$ cat config.mk
export PLATFORM = sky130hd
export DESIGN_NAME = bdm_cmd_unit
export DESIGN_NICKNAME = d
export VERILOG_FILES = /design/src/bdm_pkg.sv /design/src/bdm_cmd_unit.sv
export SDC_FILE = /design/constraint.sdc
export NUM_CORES = 1
export LEC_CHECK = 0
export ABC_AREA = 1
export BUFFER_PORTS_ARGS = -buffer_cell sky130_fd_sc_hd__buf_2
export CAP_MARGIN = 40
export CORE_ASPECT_RATIO = 0.75
export CORE_MARGIN = 2
export CORE_UTILIZATION = 40
export CTS_CLUSTER_DIAMETER = 80
export DETAILED_ROUTE_END_ITERATION = 6
export SETUP_SLACK_MARGIN = 0.5
export SLEW_MARGIN = 25
export SYNTH_ARGS = -nofsm -noshare
export SYNTH_HDL_FRONTEND = slang
export SYNTH_SLANG_ARGS = --single-unit
export TNS_END_PERCENT = 10
$ cat constraint.sdc
create_clock -name mclk -period 14.55 [get_ports mclk]
set_input_delay 2.1825 -clock mclk [delete_from_list [all_inputs] [get_ports mclk]]
set_output_delay 2.1825 -clock mclk [all_outputs]
set_load 0.02 [all_outputs]
$ cat src/bdm_pkg.sv
// Package for the background debug command unit: command codes, sizes,
// timing constants and the carrier structs shared with the top module.
// Assumes the surrounding core decodes the serial frame into a command word.
package bdm_pkg;

   // Command opcodes as delivered by the serial front end
   typedef enum logic [3:0] {
      read_data_reg_cmd  = 4'h0,
      read_addr_reg_cmd  = 4'h1,
      write_data_reg_cmd = 4'h2,
      write_addr_reg_cmd = 4'h3,
      read_sys_reg_cmd   = 4'h4,
      write_sys_reg_cmd  = 4'h5,
      mem_read_cmd       = 4'h6,
      mem_write_cmd      = 4'h7,
      dump_cmd           = 4'h8,
      fill_cmd           = 4'h9,
      resume_cmd         = 4'ha,
      patch_call_cmd     = 4'hb,
      periph_reset_cmd   = 4'hc,
      no_op_cmd          = 4'hd
   } bdm_cmd_e;

   // Operand size of memory accesses
   typedef enum logic [1:0] {
      size_byte = 2'b00,
      size_word = 2'b01,
      size_long = 2'b10
   } mem_size_e;

   // Command as handed over by the serial front end
   typedef struct packed {
      bdm_cmd_e  op;
      logic [3:0] reg_sel;
      mem_size_e size;
      logic [31:0] addr;
      logic [31:0] data;
   } bdm_req_s;

   // Memory access request toward the bus
   typedef struct packed {
      logic        write;
      logic [2:0]  space;
      mem_size_e   size;
      logic [31:0] addr;
      logic [31:0] data;
   } mem_req_s;

   // Peripheral reset pulse, in clock cycles
   localparam int unsigned PERIPH_RESET_CYCLES = 512;
   localparam logic [9:0] PERIPH_RESET_LAST = 10'h01ff;
   localparam logic [31:0] ADDR_RESET = 32'h0000_0000;
   localparam logic [31:0] DATA_RESET = 32'h0000_0000;
   localparam logic [2:0] SPACE_RESET = 3'h0;
   localparam logic [31:0] STACK_STEP = 32'h0000_0004;

endpackage

$ cat src/bdm_cmd_unit.sv
// Background debug command unit: executes host debug commands against the
// core's register file, system registers and memory bus.
// Assumes commands arrive from a serial front end on mclk, one per strobe,
// and that the core answers register and memory requests with ack pulses.
`timescale 1ns/1ps

// Functional notes
// - Data/address register read returns value to host
// - Data/address register write loads host operand
// - System register read returns selected control register
// - System register write stores host operand
// - Memory read uses source space select
// - Memory write uses destination space select
// - Dump returns next operand after initial read
// - Fill writes next operand after initial write
// - Resume flushes, refills pipe, leaves background
// - Patch call pushes PC at SP - 4, jumps
// - Peripheral reset drives reset 512 cycles
// - No-op changes no state; the unit still loads reg_idx and reg_wdata from its operands
module bdm_cmd_unit (
   // Clock and reset
   input wire logic mclk,
   input wire logic reset,
   // Command from serial front end
   input wire logic cmd_valid,
   input wire bdm_pkg::bdm_req_s cmd,
   output logic cmd_ready,
   output logic resp_valid,
   output logic [31:0] resp_data,
   // Core state and register file port
   input wire logic bgnd_mode,
   output logic reg_rd,
   output logic reg_wr,
   output logic reg_sys,
   output logic [3:0] reg_idx,
   output logic [31:0] reg_wdata,
   input wire logic reg_ack,
   input wire logic [31:0] reg_rdata,
   input wire logic [31:0] pc_value,
   input wire logic [31:0] sp_value,
   input wire logic [2:0] source_space_select,
   input wire logic [2:0] destination_space_select,
   // Memory bus request
   output logic mem_valid,
   output bdm_pkg::mem_req_s mem_req,
   input wire logic mem_ack,
   input wire logic [31:0] mem_rdata,
   // Execution control
   output logic pipe_flush,
   output logic exit_bgnd,
   output logic patch_go,
   output logic periph_reset
);

   typedef enum logic [2:0] {
      st_idle  = 3'b000,
      st_reg   = 3'b001,
      st_mem   = 3'b010,
      st_flush = 3'b011,
      st_push  = 3'b100
   } state_e;

   // Step the block address by operand size
   function automatic logic [31:0] step_addr(input logic [31:0] a,
                                             input bdm_pkg::mem_size_e s);
      logic [31:0] inc;
      inc = 32'h0000_0004;
      case (s)
         bdm_pkg::size_byte: inc = 32'h0000_0001;
         bdm_pkg::size_word: inc = 32'h0000_0002;
         default: inc = 32'h0000_0004;
      endcase
      return a + inc;
   endfunction

   state_e state_q, state_d;
   logic cmd_ready_q, cmd_ready_d;
   logic resp_valid_q, resp_valid_d;
   logic [31:0] resp_data_q, resp_data_d;
   logic reg_rd_q, reg_rd_d;
   logic reg_wr_q, reg_wr_d;
   logic reg_sys_q, reg_sys_d;
   logic [3:0] reg_idx_q, reg_idx_d;
   logic [31:0] reg_wdata_q, reg_wdata_d;
   logic mem_valid_q, mem_valid_d;
   bdm_pkg::mem_req_s mem_req_q, mem_req_d;
   logic [31:0] blk_addr_q, blk_addr_d;
   bdm_pkg::mem_size_e blk_size_q, blk_size_d;
   logic pipe_flush_q, pipe_flush_d;
   logic exit_bgnd_q, exit_bgnd_d;
   logic patch_go_q, patch_go_d;
   logic rst_act_q, rst_act_d;
   logic [9:0] rst_cnt_q, rst_cnt_d;
   logic take;

   assign take = cmd_valid && cmd_ready_q && bgnd_mode;

   // Command sequencer next state
   always_comb begin
      state_d = state_q;
      cmd_ready_d = cmd_ready_q;
      resp_valid_d = 1'b0;
      resp_data_d = resp_data_q;
      reg_rd_d = reg_rd_q;
      reg_wr_d = reg_wr_q;
      reg_sys_d = reg_sys_q;
      reg_idx_d = reg_idx_q;
      reg_wdata_d = reg_wdata_q;
      mem_valid_d = mem_valid_q;
      mem_req_d = mem_req_q;
      blk_addr_d = blk_addr_q;
      blk_size_d = blk_size_q;
      pipe_flush_d = 1'b0;
      exit_bgnd_d = 1'b0;
      patch_go_d = 1'b0;
      case (state_q)
         st_idle: begin
            cmd_ready_d = 1'b1;
            if (take) begin
               cmd_ready_d = 1'b0;
               reg_idx_d = cmd.reg_sel;
               reg_wdata_d = cmd.data;
               case (cmd.op)
                  bdm_pkg::read_data_reg_cmd: begin
                     reg_rd_d = 1'b1;
                     reg_sys_d = 1'b0;
                     reg_idx_d = {1'b0, cmd.reg_sel[2:0]};
                     state_d = st_reg;
                  end
                  bdm_pkg::read_addr_reg_cmd: begin
                     reg_rd_d = 1'b1;
                     reg_sys_d = 1'b0;
                     reg_idx_d = {1'b1, cmd.reg_sel[2:0]};
                     state_d = st_reg;
                  end
                  bdm_pkg::write_data_reg_cmd: begin
                     reg_wr_d = 1'b1;
                     reg_sys_d = 1'b0;
                     reg_idx_d = {1'b0, cmd.reg_sel[2:0]};
                     state_d = st_reg;
                  end
                  bdm_pkg::write_addr_reg_cmd: begin
                     reg_wr_d = 1'b1;
                     reg_sys_d = 1'b0;
                     reg_idx_d = {1'b1, cmd.reg_sel[2:0]};
                     state_d = st_reg;
                  end
                  bdm_pkg::read_sys_reg_cmd: begin
                     reg_rd_d = 1'b1;
                     reg_sys_d = 1'b1;
                     state_d = st_reg;
                  end
                  bdm_pkg::write_sys_reg_cmd: begin
                     reg_wr_d = 1'b1;
                     reg_sys_d = 1'b1;
                     state_d = st_reg;
                  end
                  bdm_pkg::mem_read_cmd: begin
                     mem_valid_d = 1'b1;
                     mem_req_d.write = 1'b0;
                     mem_req_d.space = source_space_select;
                     mem_req_d.size = cmd.size;
                     mem_req_d.addr = cmd.addr;
                     mem_req_d.data = bdm_pkg::DATA_RESET;
                     blk_addr_d = step_addr(cmd.addr, cmd.size);
                     blk_size_d = cmd.size;
                     state_d = st_mem;
                  end
                  bdm_pkg::mem_write_cmd: begin
                     mem_valid_d = 1'b1;
                     mem_req_d.write = 1'b1;
                     mem_req_d.space = destination_space_select;
                     mem_req_d.size = cmd.size;
                     mem_req_d.addr = cmd.addr;
                     mem_req_d.data = cmd.data;
                     blk_addr_d = step_addr(cmd.addr, cmd.size);
                     blk_size_d = cmd.size;
                     state_d = st_mem;
                  end
                  bdm_pkg::dump_cmd: begin
                     mem_valid_d = 1'b1;
                     mem_req_d.write = 1'b0;
                     mem_req_d.space = source_space_select;
                     mem_req_d.size = blk_size_q;
                     mem_req_d.addr = blk_addr_q;
                     mem_req_d.data = bdm_pkg::DATA_RESET;
                     blk_addr_d = step_addr(blk_addr_q, blk_size_q);
                     state_d = st_mem;
                  end
                  bdm_pkg::fill_cmd: begin
                     mem_valid_d = 1'b1;
                     mem_req_d.write = 1'b1;
                     mem_req_d.space = destination_space_select;
                     mem_req_d.size = blk_size_q;
                     mem_req_d.addr = blk_addr_q;
                     mem_req_d.data = cmd.data;
                     blk_addr_d = step_addr(blk_addr_q, blk_size_q);
                     state_d = st_mem;
                  end
                  bdm_pkg::resume_cmd: begin
                     pipe_flush_d = 1'b1;
                     state_d = st_flush;
                  end
                  bdm_pkg::patch_call_cmd: begin
                     mem_valid_d = 1'b1;
                     mem_req_d.write = 1'b1;
                     mem_req_d.space = destination_space_select;
                     mem_req_d.size = bdm_pkg::size_long;
                     mem_req_d.addr = sp_value
                        - bdm_pkg::STACK_STEP;
                     mem_req_d.data = pc_value;
                     state_d = st_push;
                  end
                  default: begin
                     // No-op and peripheral reset need no sequencing
                     cmd_ready_d = 1'b1;
                     resp_valid_d = 1'b1;
                  end
               endcase
            end
         end
         st_reg: begin
            if (reg_ack) begin
               reg_rd_d = 1'b0;
               reg_wr_d = 1'b0;
               resp_valid_d = 1'b1;
               if (reg_rd_q) begin
                  resp_data_d = reg_rdata;
               end
               cmd_ready_d = 1'b1;
               state_d = st_idle;
            end
         end
         st_mem: begin
            if (mem_ack) begin
               mem_valid_d = 1'b0;
               resp_valid_d = 1'b1;
               if (!mem_req_q.write) begin
                  resp_data_d = mem_rdata;
               end
               cmd_ready_d = 1'b1;
               state_d = st_idle;
            end
         end
         st_flush: begin
            exit_bgnd_d = 1'b1;
            resp_valid_d = 1'b1;
            cmd_ready_d = 1'b1;
            state_d = st_idle;
         end
         st_push: begin
            if (mem_ack) begin
               mem_valid_d = 1'b0;
               patch_go_d = 1'b1;
               exit_bgnd_d = 1'b1;
               resp_valid_d = 1'b1;
               cmd_ready_d = 1'b1;
               state_d = st_idle;
            end
         end
         default: begin
            state_d = st_idle;
         end
      endcase
   end

   // Peripheral reset counter next state
   always_comb begin
      rst_act_d = rst_act_q;
      rst_cnt_d = rst_cnt_q;
      if (take && cmd.op == bdm_pkg::periph_reset_cmd && state_q == st_idle
          && !rst_act_q) begin
         rst_act_d = 1'b1;
         rst_cnt_d = 10'h0000;
      end else if (rst_act_q) begin
         if (rst_cnt_q == bdm_pkg::PERIPH_RESET_LAST) begin
            rst_act_d = 1'b0;
         end else begin
            rst_cnt_d = rst_cnt_q + 10'h0001;
         end
      end
   end

   // State registers
   always_ff @(posedge mclk or posedge reset) begin
      if (reset) begin
         state_q <= st_idle;
         cmd_ready_q <= 1'b0;
         resp_valid_q <= 1'b0;
         resp_data_q <= bdm_pkg::DATA_RESET;
         reg_rd_q <= 1'b0;
         reg_wr_q <= 1'b0;
         reg_sys_q <= 1'b0;
         reg_idx_q <= 4'h0;
         reg_wdata_q <= bdm_pkg::DATA_RESET;
         mem_valid_q <= 1'b0;
         mem_req_q <= '0;
         blk_addr_q <= bdm_pkg::ADDR_RESET;
         blk_size_q <= bdm_pkg::size_byte;
         pipe_flush_q <= 1'b0;
         exit_bgnd_q <= 1'b0;
         patch_go_q <= 1'b0;
         rst_act_q <= 1'b0;
         rst_cnt_q <= 10'h000;
      end else begin
         state_q <= state_d;
         cmd_ready_q <= cmd_ready_d;
         resp_valid_q <= resp_valid_d;
         resp_data_q <= resp_data_d;
         reg_rd_q <= reg_rd_d;
         reg_wr_q <= reg_wr_d;
         reg_sys_q <= reg_sys_d;
         reg_idx_q <= reg_idx_d;
         reg_wdata_q <= reg_wdata_d;
         mem_valid_q <= mem_valid_d;
         mem_req_q <= mem_req_d;
         blk_addr_q <= blk_addr_d;
         blk_size_q <= blk_size_d;
         pipe_flush_q <= pipe_flush_d;
         exit_bgnd_q <= exit_bgnd_d;
         patch_go_q <= patch_go_d;
         rst_act_q <= rst_act_d;
         rst_cnt_q <= rst_cnt_d;
      end
   end

   // Outputs straight from flip-flops
   assign cmd_ready = cmd_ready_q;
   assign resp_valid = resp_valid_q;
   assign resp_data = resp_data_q;
   assign reg_rd = reg_rd_q;
   assign reg_wr = reg_wr_q;
   assign reg_sys = reg_sys_q;
   assign reg_idx = reg_idx_q;
   assign reg_wdata = reg_wdata_q;
   assign mem_valid = mem_valid_q;
   assign mem_req = mem_req_q;
   assign pipe_flush = pipe_flush_q;
   assign exit_bgnd = exit_bgnd_q;
   assign patch_go = patch_go_q;
   assign periph_reset = rst_act_q;

endmodule

==> impl_results.md <==
* Status: finished, final reports clean
* Fmax at 219 MHz
* Count leader, synth: nand2_1
* Initial antenna violation count at 3
* # IOs at 362
* Vias/cell at 5.23
* Share of cells above drive strength 1 at 0.204
* Slew Viols, Final at 0
* Crit path cell chain: buf_2 -> nand3_1 -> nor2_8 -> inv_2 -> nor2_4 -> buf_4 -> o21ai_0 -> a21oi_1 -> a21oi_1
* Clock Tree Buf Depth at 2
* Core region area at 30000 um2
* Power share of the combinational group at 0.435
* Gpl congestion at 0.947
* Crit-path slowest cell: nor2_8
* Clock power share at 0.194
* Switching pwr at 1.14 mW
* Synth cell count leaders: nand2_1 (664), nor2_1 (201), dfrtp_1 (195)
* Leakage power total at 7.73 nW
* Prevailing post-synth register cell: dfrtp_1
* Final setup viols at 0
* Die Wd at 205 um
* GRT overflow at 0
* Non-filler cells, final at 2566
* IO buf count at 361
* Initial core utilization at 0.404
* P&R area growth vs syn at 23.2%
* Pwr Total at 2.51 mW
* WL per Instance at 18.0 um
* Worst EP arrival at 4.90 ns
* Vias at 13400
* Final WL at 46300 um
* Unrepaired setup endpoints after global routing: no
* Syn Nets at 2050
* R2R setup slack at 11.35 ns
* Die area at 31700 um2
* Yosys warnings at 0
* Clk pin slew, worst setup/hold paths at 0.08 ns
* CTS tree: yes
* Family with the most delay on the worst path: simple AND/OR/NAND/NOR gates
* Setup bufs post-CTS at 0
* Max VDD drop at 0.0000818 V
* Type of the worst min-delay path: flop to flop
* Flops & latches, synth at 195
* Synth cell types at 38
* Number of instances in the placed design at 2529
* EDFF count, synth at 0
* Worst-Margin Slew at 0.832 ns
* Setup ws final at 9.99 ns
* Final nets at 2377
* Top cells by area, synth: dfrtp_1 (40%), nand2_1 (21%), nand3_1 (7.0%)
* Req. time, crit path at 14.89 ns
* Slew headroom at 0.440
* Sequential share of the synthesized area at 0.403
* Routed Antenna Nets at 0
* Critical Path Fanout Max at 46
* Cell count after synthesis at 1826
* Internal Power at 1.38 mW
* First-pass GRT wire length at 69500 um
* CP endpoint kind: flop
* Pre-CTS WS at 9.50 ns
* Synth area leader: dfrtp_1
* CTS buffer count at 17
* Ys async rst share at 1.00
* Clk_lat worst skew at 0.46 ns
* Clk_skew at 0.0148 ns
* Crit Path Class: input pin to flop
* CTS root buffer: clkbuf_16
* Register share of total power at 0.370
* Critical Path Max Stage Delay at 0.68 ns
* Die Y at 155 um
* Syn Std Cell Area at 12100 um2
* Max-Cap Viols at 0
* Switch share at 0.452
* Initial DRC Count at 1290
* Minimum clock period at 4.56 ns
* Setup TNS at 0 ns
* CP startpoint kind: input pin
* Cts hold-fix bufs at 0
* Area share of the largest cell type after synthesis at 0.403
* Power density over cell area at 168 nW/um2
* Avg Cell Area, Syn at 6.64 um2
* CP dominant cell by count: a21oi_1
* Hold Worst Slack at 0.470 ns
* H-tree levels at 4
* Tot GR Track Use at 0.287
* Largest net degree at the start of global routing at 75
* Endpoints failing hold at 0
* Post-route DRC at 0
* Number of global-route vias before repair at 11900
* Worst path buffer plus inverter count at 3
* FP Rows at 55
* HPWL after DPL at 35500 um
* Final period utilization at 0.313
* DRT Pass-1 Iters at 5
* Post-cts resize count at 0
* Clock sink count at 195
==> kinds of logic after synthesis <==
logic type / share of synthesized area
simple gates: 0.369
compound gates: 0.125
buf+inv: 0.0799
flops: 0.403
xor+xnor: 0.0123
fa+ha+maj: 0.0116
==> through the flow <==
| stage | utilization | cell area, um2 |
|---|---|---|
| finish | 0.498 | 14900 |
| global route | 0.498 | 14900 |
| CTS | 0.495 | 14800 |
| detailed placement | 0.475 | 14300 |
| global placement | 0.473 | 14200 |
| floorplan | - | 12100 |
==> layout make-up <==
class	instances	area (um2)
Fill cell	3164	15100
Multi-Input combinational cell	1387	6290
Sequential cell	195	4880
Timing Repair Buffer	375	2010
Inverter	177	672
Tap cell	399	499
Clock buffer	21	460
Clock inverter	11	126
Antenna cell	1	2.50
==> per-layer routing <==
layer  wire, um  track usage
met3       4210       0.0714
met4        735       0.0596
met5         16            0
met1      21600        0.434
met2      19600        0.413
==> cell usage in the layout (no fill, tap or decap), types with 4 or more instances in the layout <==
cell type and instances:
o21ai_1 46, dfrtp_1 195, nor2_1 201, o21bai_1 6
o22ai_1 10, ha_1 8, buf_12 4, a21oi_1 54
nand2_2 5, inv_2 10, o21ai_0 103, nand3b_1 6
a22oi_1 35, nor3_1 10, clkbuf_16 17, buf_2 361
nand4_1 13, inv_1 166, a31oi_1 10, nor2_2 8
xor2_1 14, buf_4 7, nand2_1 664, nand3_1 169
==> registers in the layout, summed over array words and instances (netlist names), 2 cells and up <==
register,flops
blk_size_q,2
mem_req,70
state_q,3
blk_addr_q,32
resp_data,32
rst_cnt_q,10
reg_idx,4
reg_wdata,32
==> power by group through the flow <==
stage	sequential [mW]	combinational [mW]	clock, mW
2_1_floorplan	1.11	0.495	0
3_3_place_gp	0.932	1.07	0
3_5_place_dp	0.929	1.09	0
4_1_cts	0.926	1.09	0.495
5_1_grt	0.957	1.22	0.515
6_report	0.930	1.09	0.489
==> worst paths after layout <==
| path | end | start | cells after the start |
|---|---|---|---|
| setup / recovery | mem_req[59] | bgnd_mode | 9 |
| hold / removal | reg_wdata[18] | reg_wdata[18] | 2 |
| setup reg to reg | mem_req[59] | state_q[1] | 9 |
| hold reg to reg | reg_wdata[18] | reg_wdata[18] | 2 |
| max in group asynchronous | blk_addr_q[28] | reset | 4 |
| min in group asynchronous | reg_idx[0] | reset | 2 |
==> worst register-to-register path, stage by stage, from the launching register on <==
cell and delay (ns):
dfrtp_1 0.42, nor2_2 0.20, nand2_2 0.17, nor2_8 0.61
inv_2 0.57, nor2_4 0.24, buf_4 0.45, o21ai_0 0.18
a21oi_1 0.17, a21oi_1 0.09
Power figures use the tool's default switching activity.
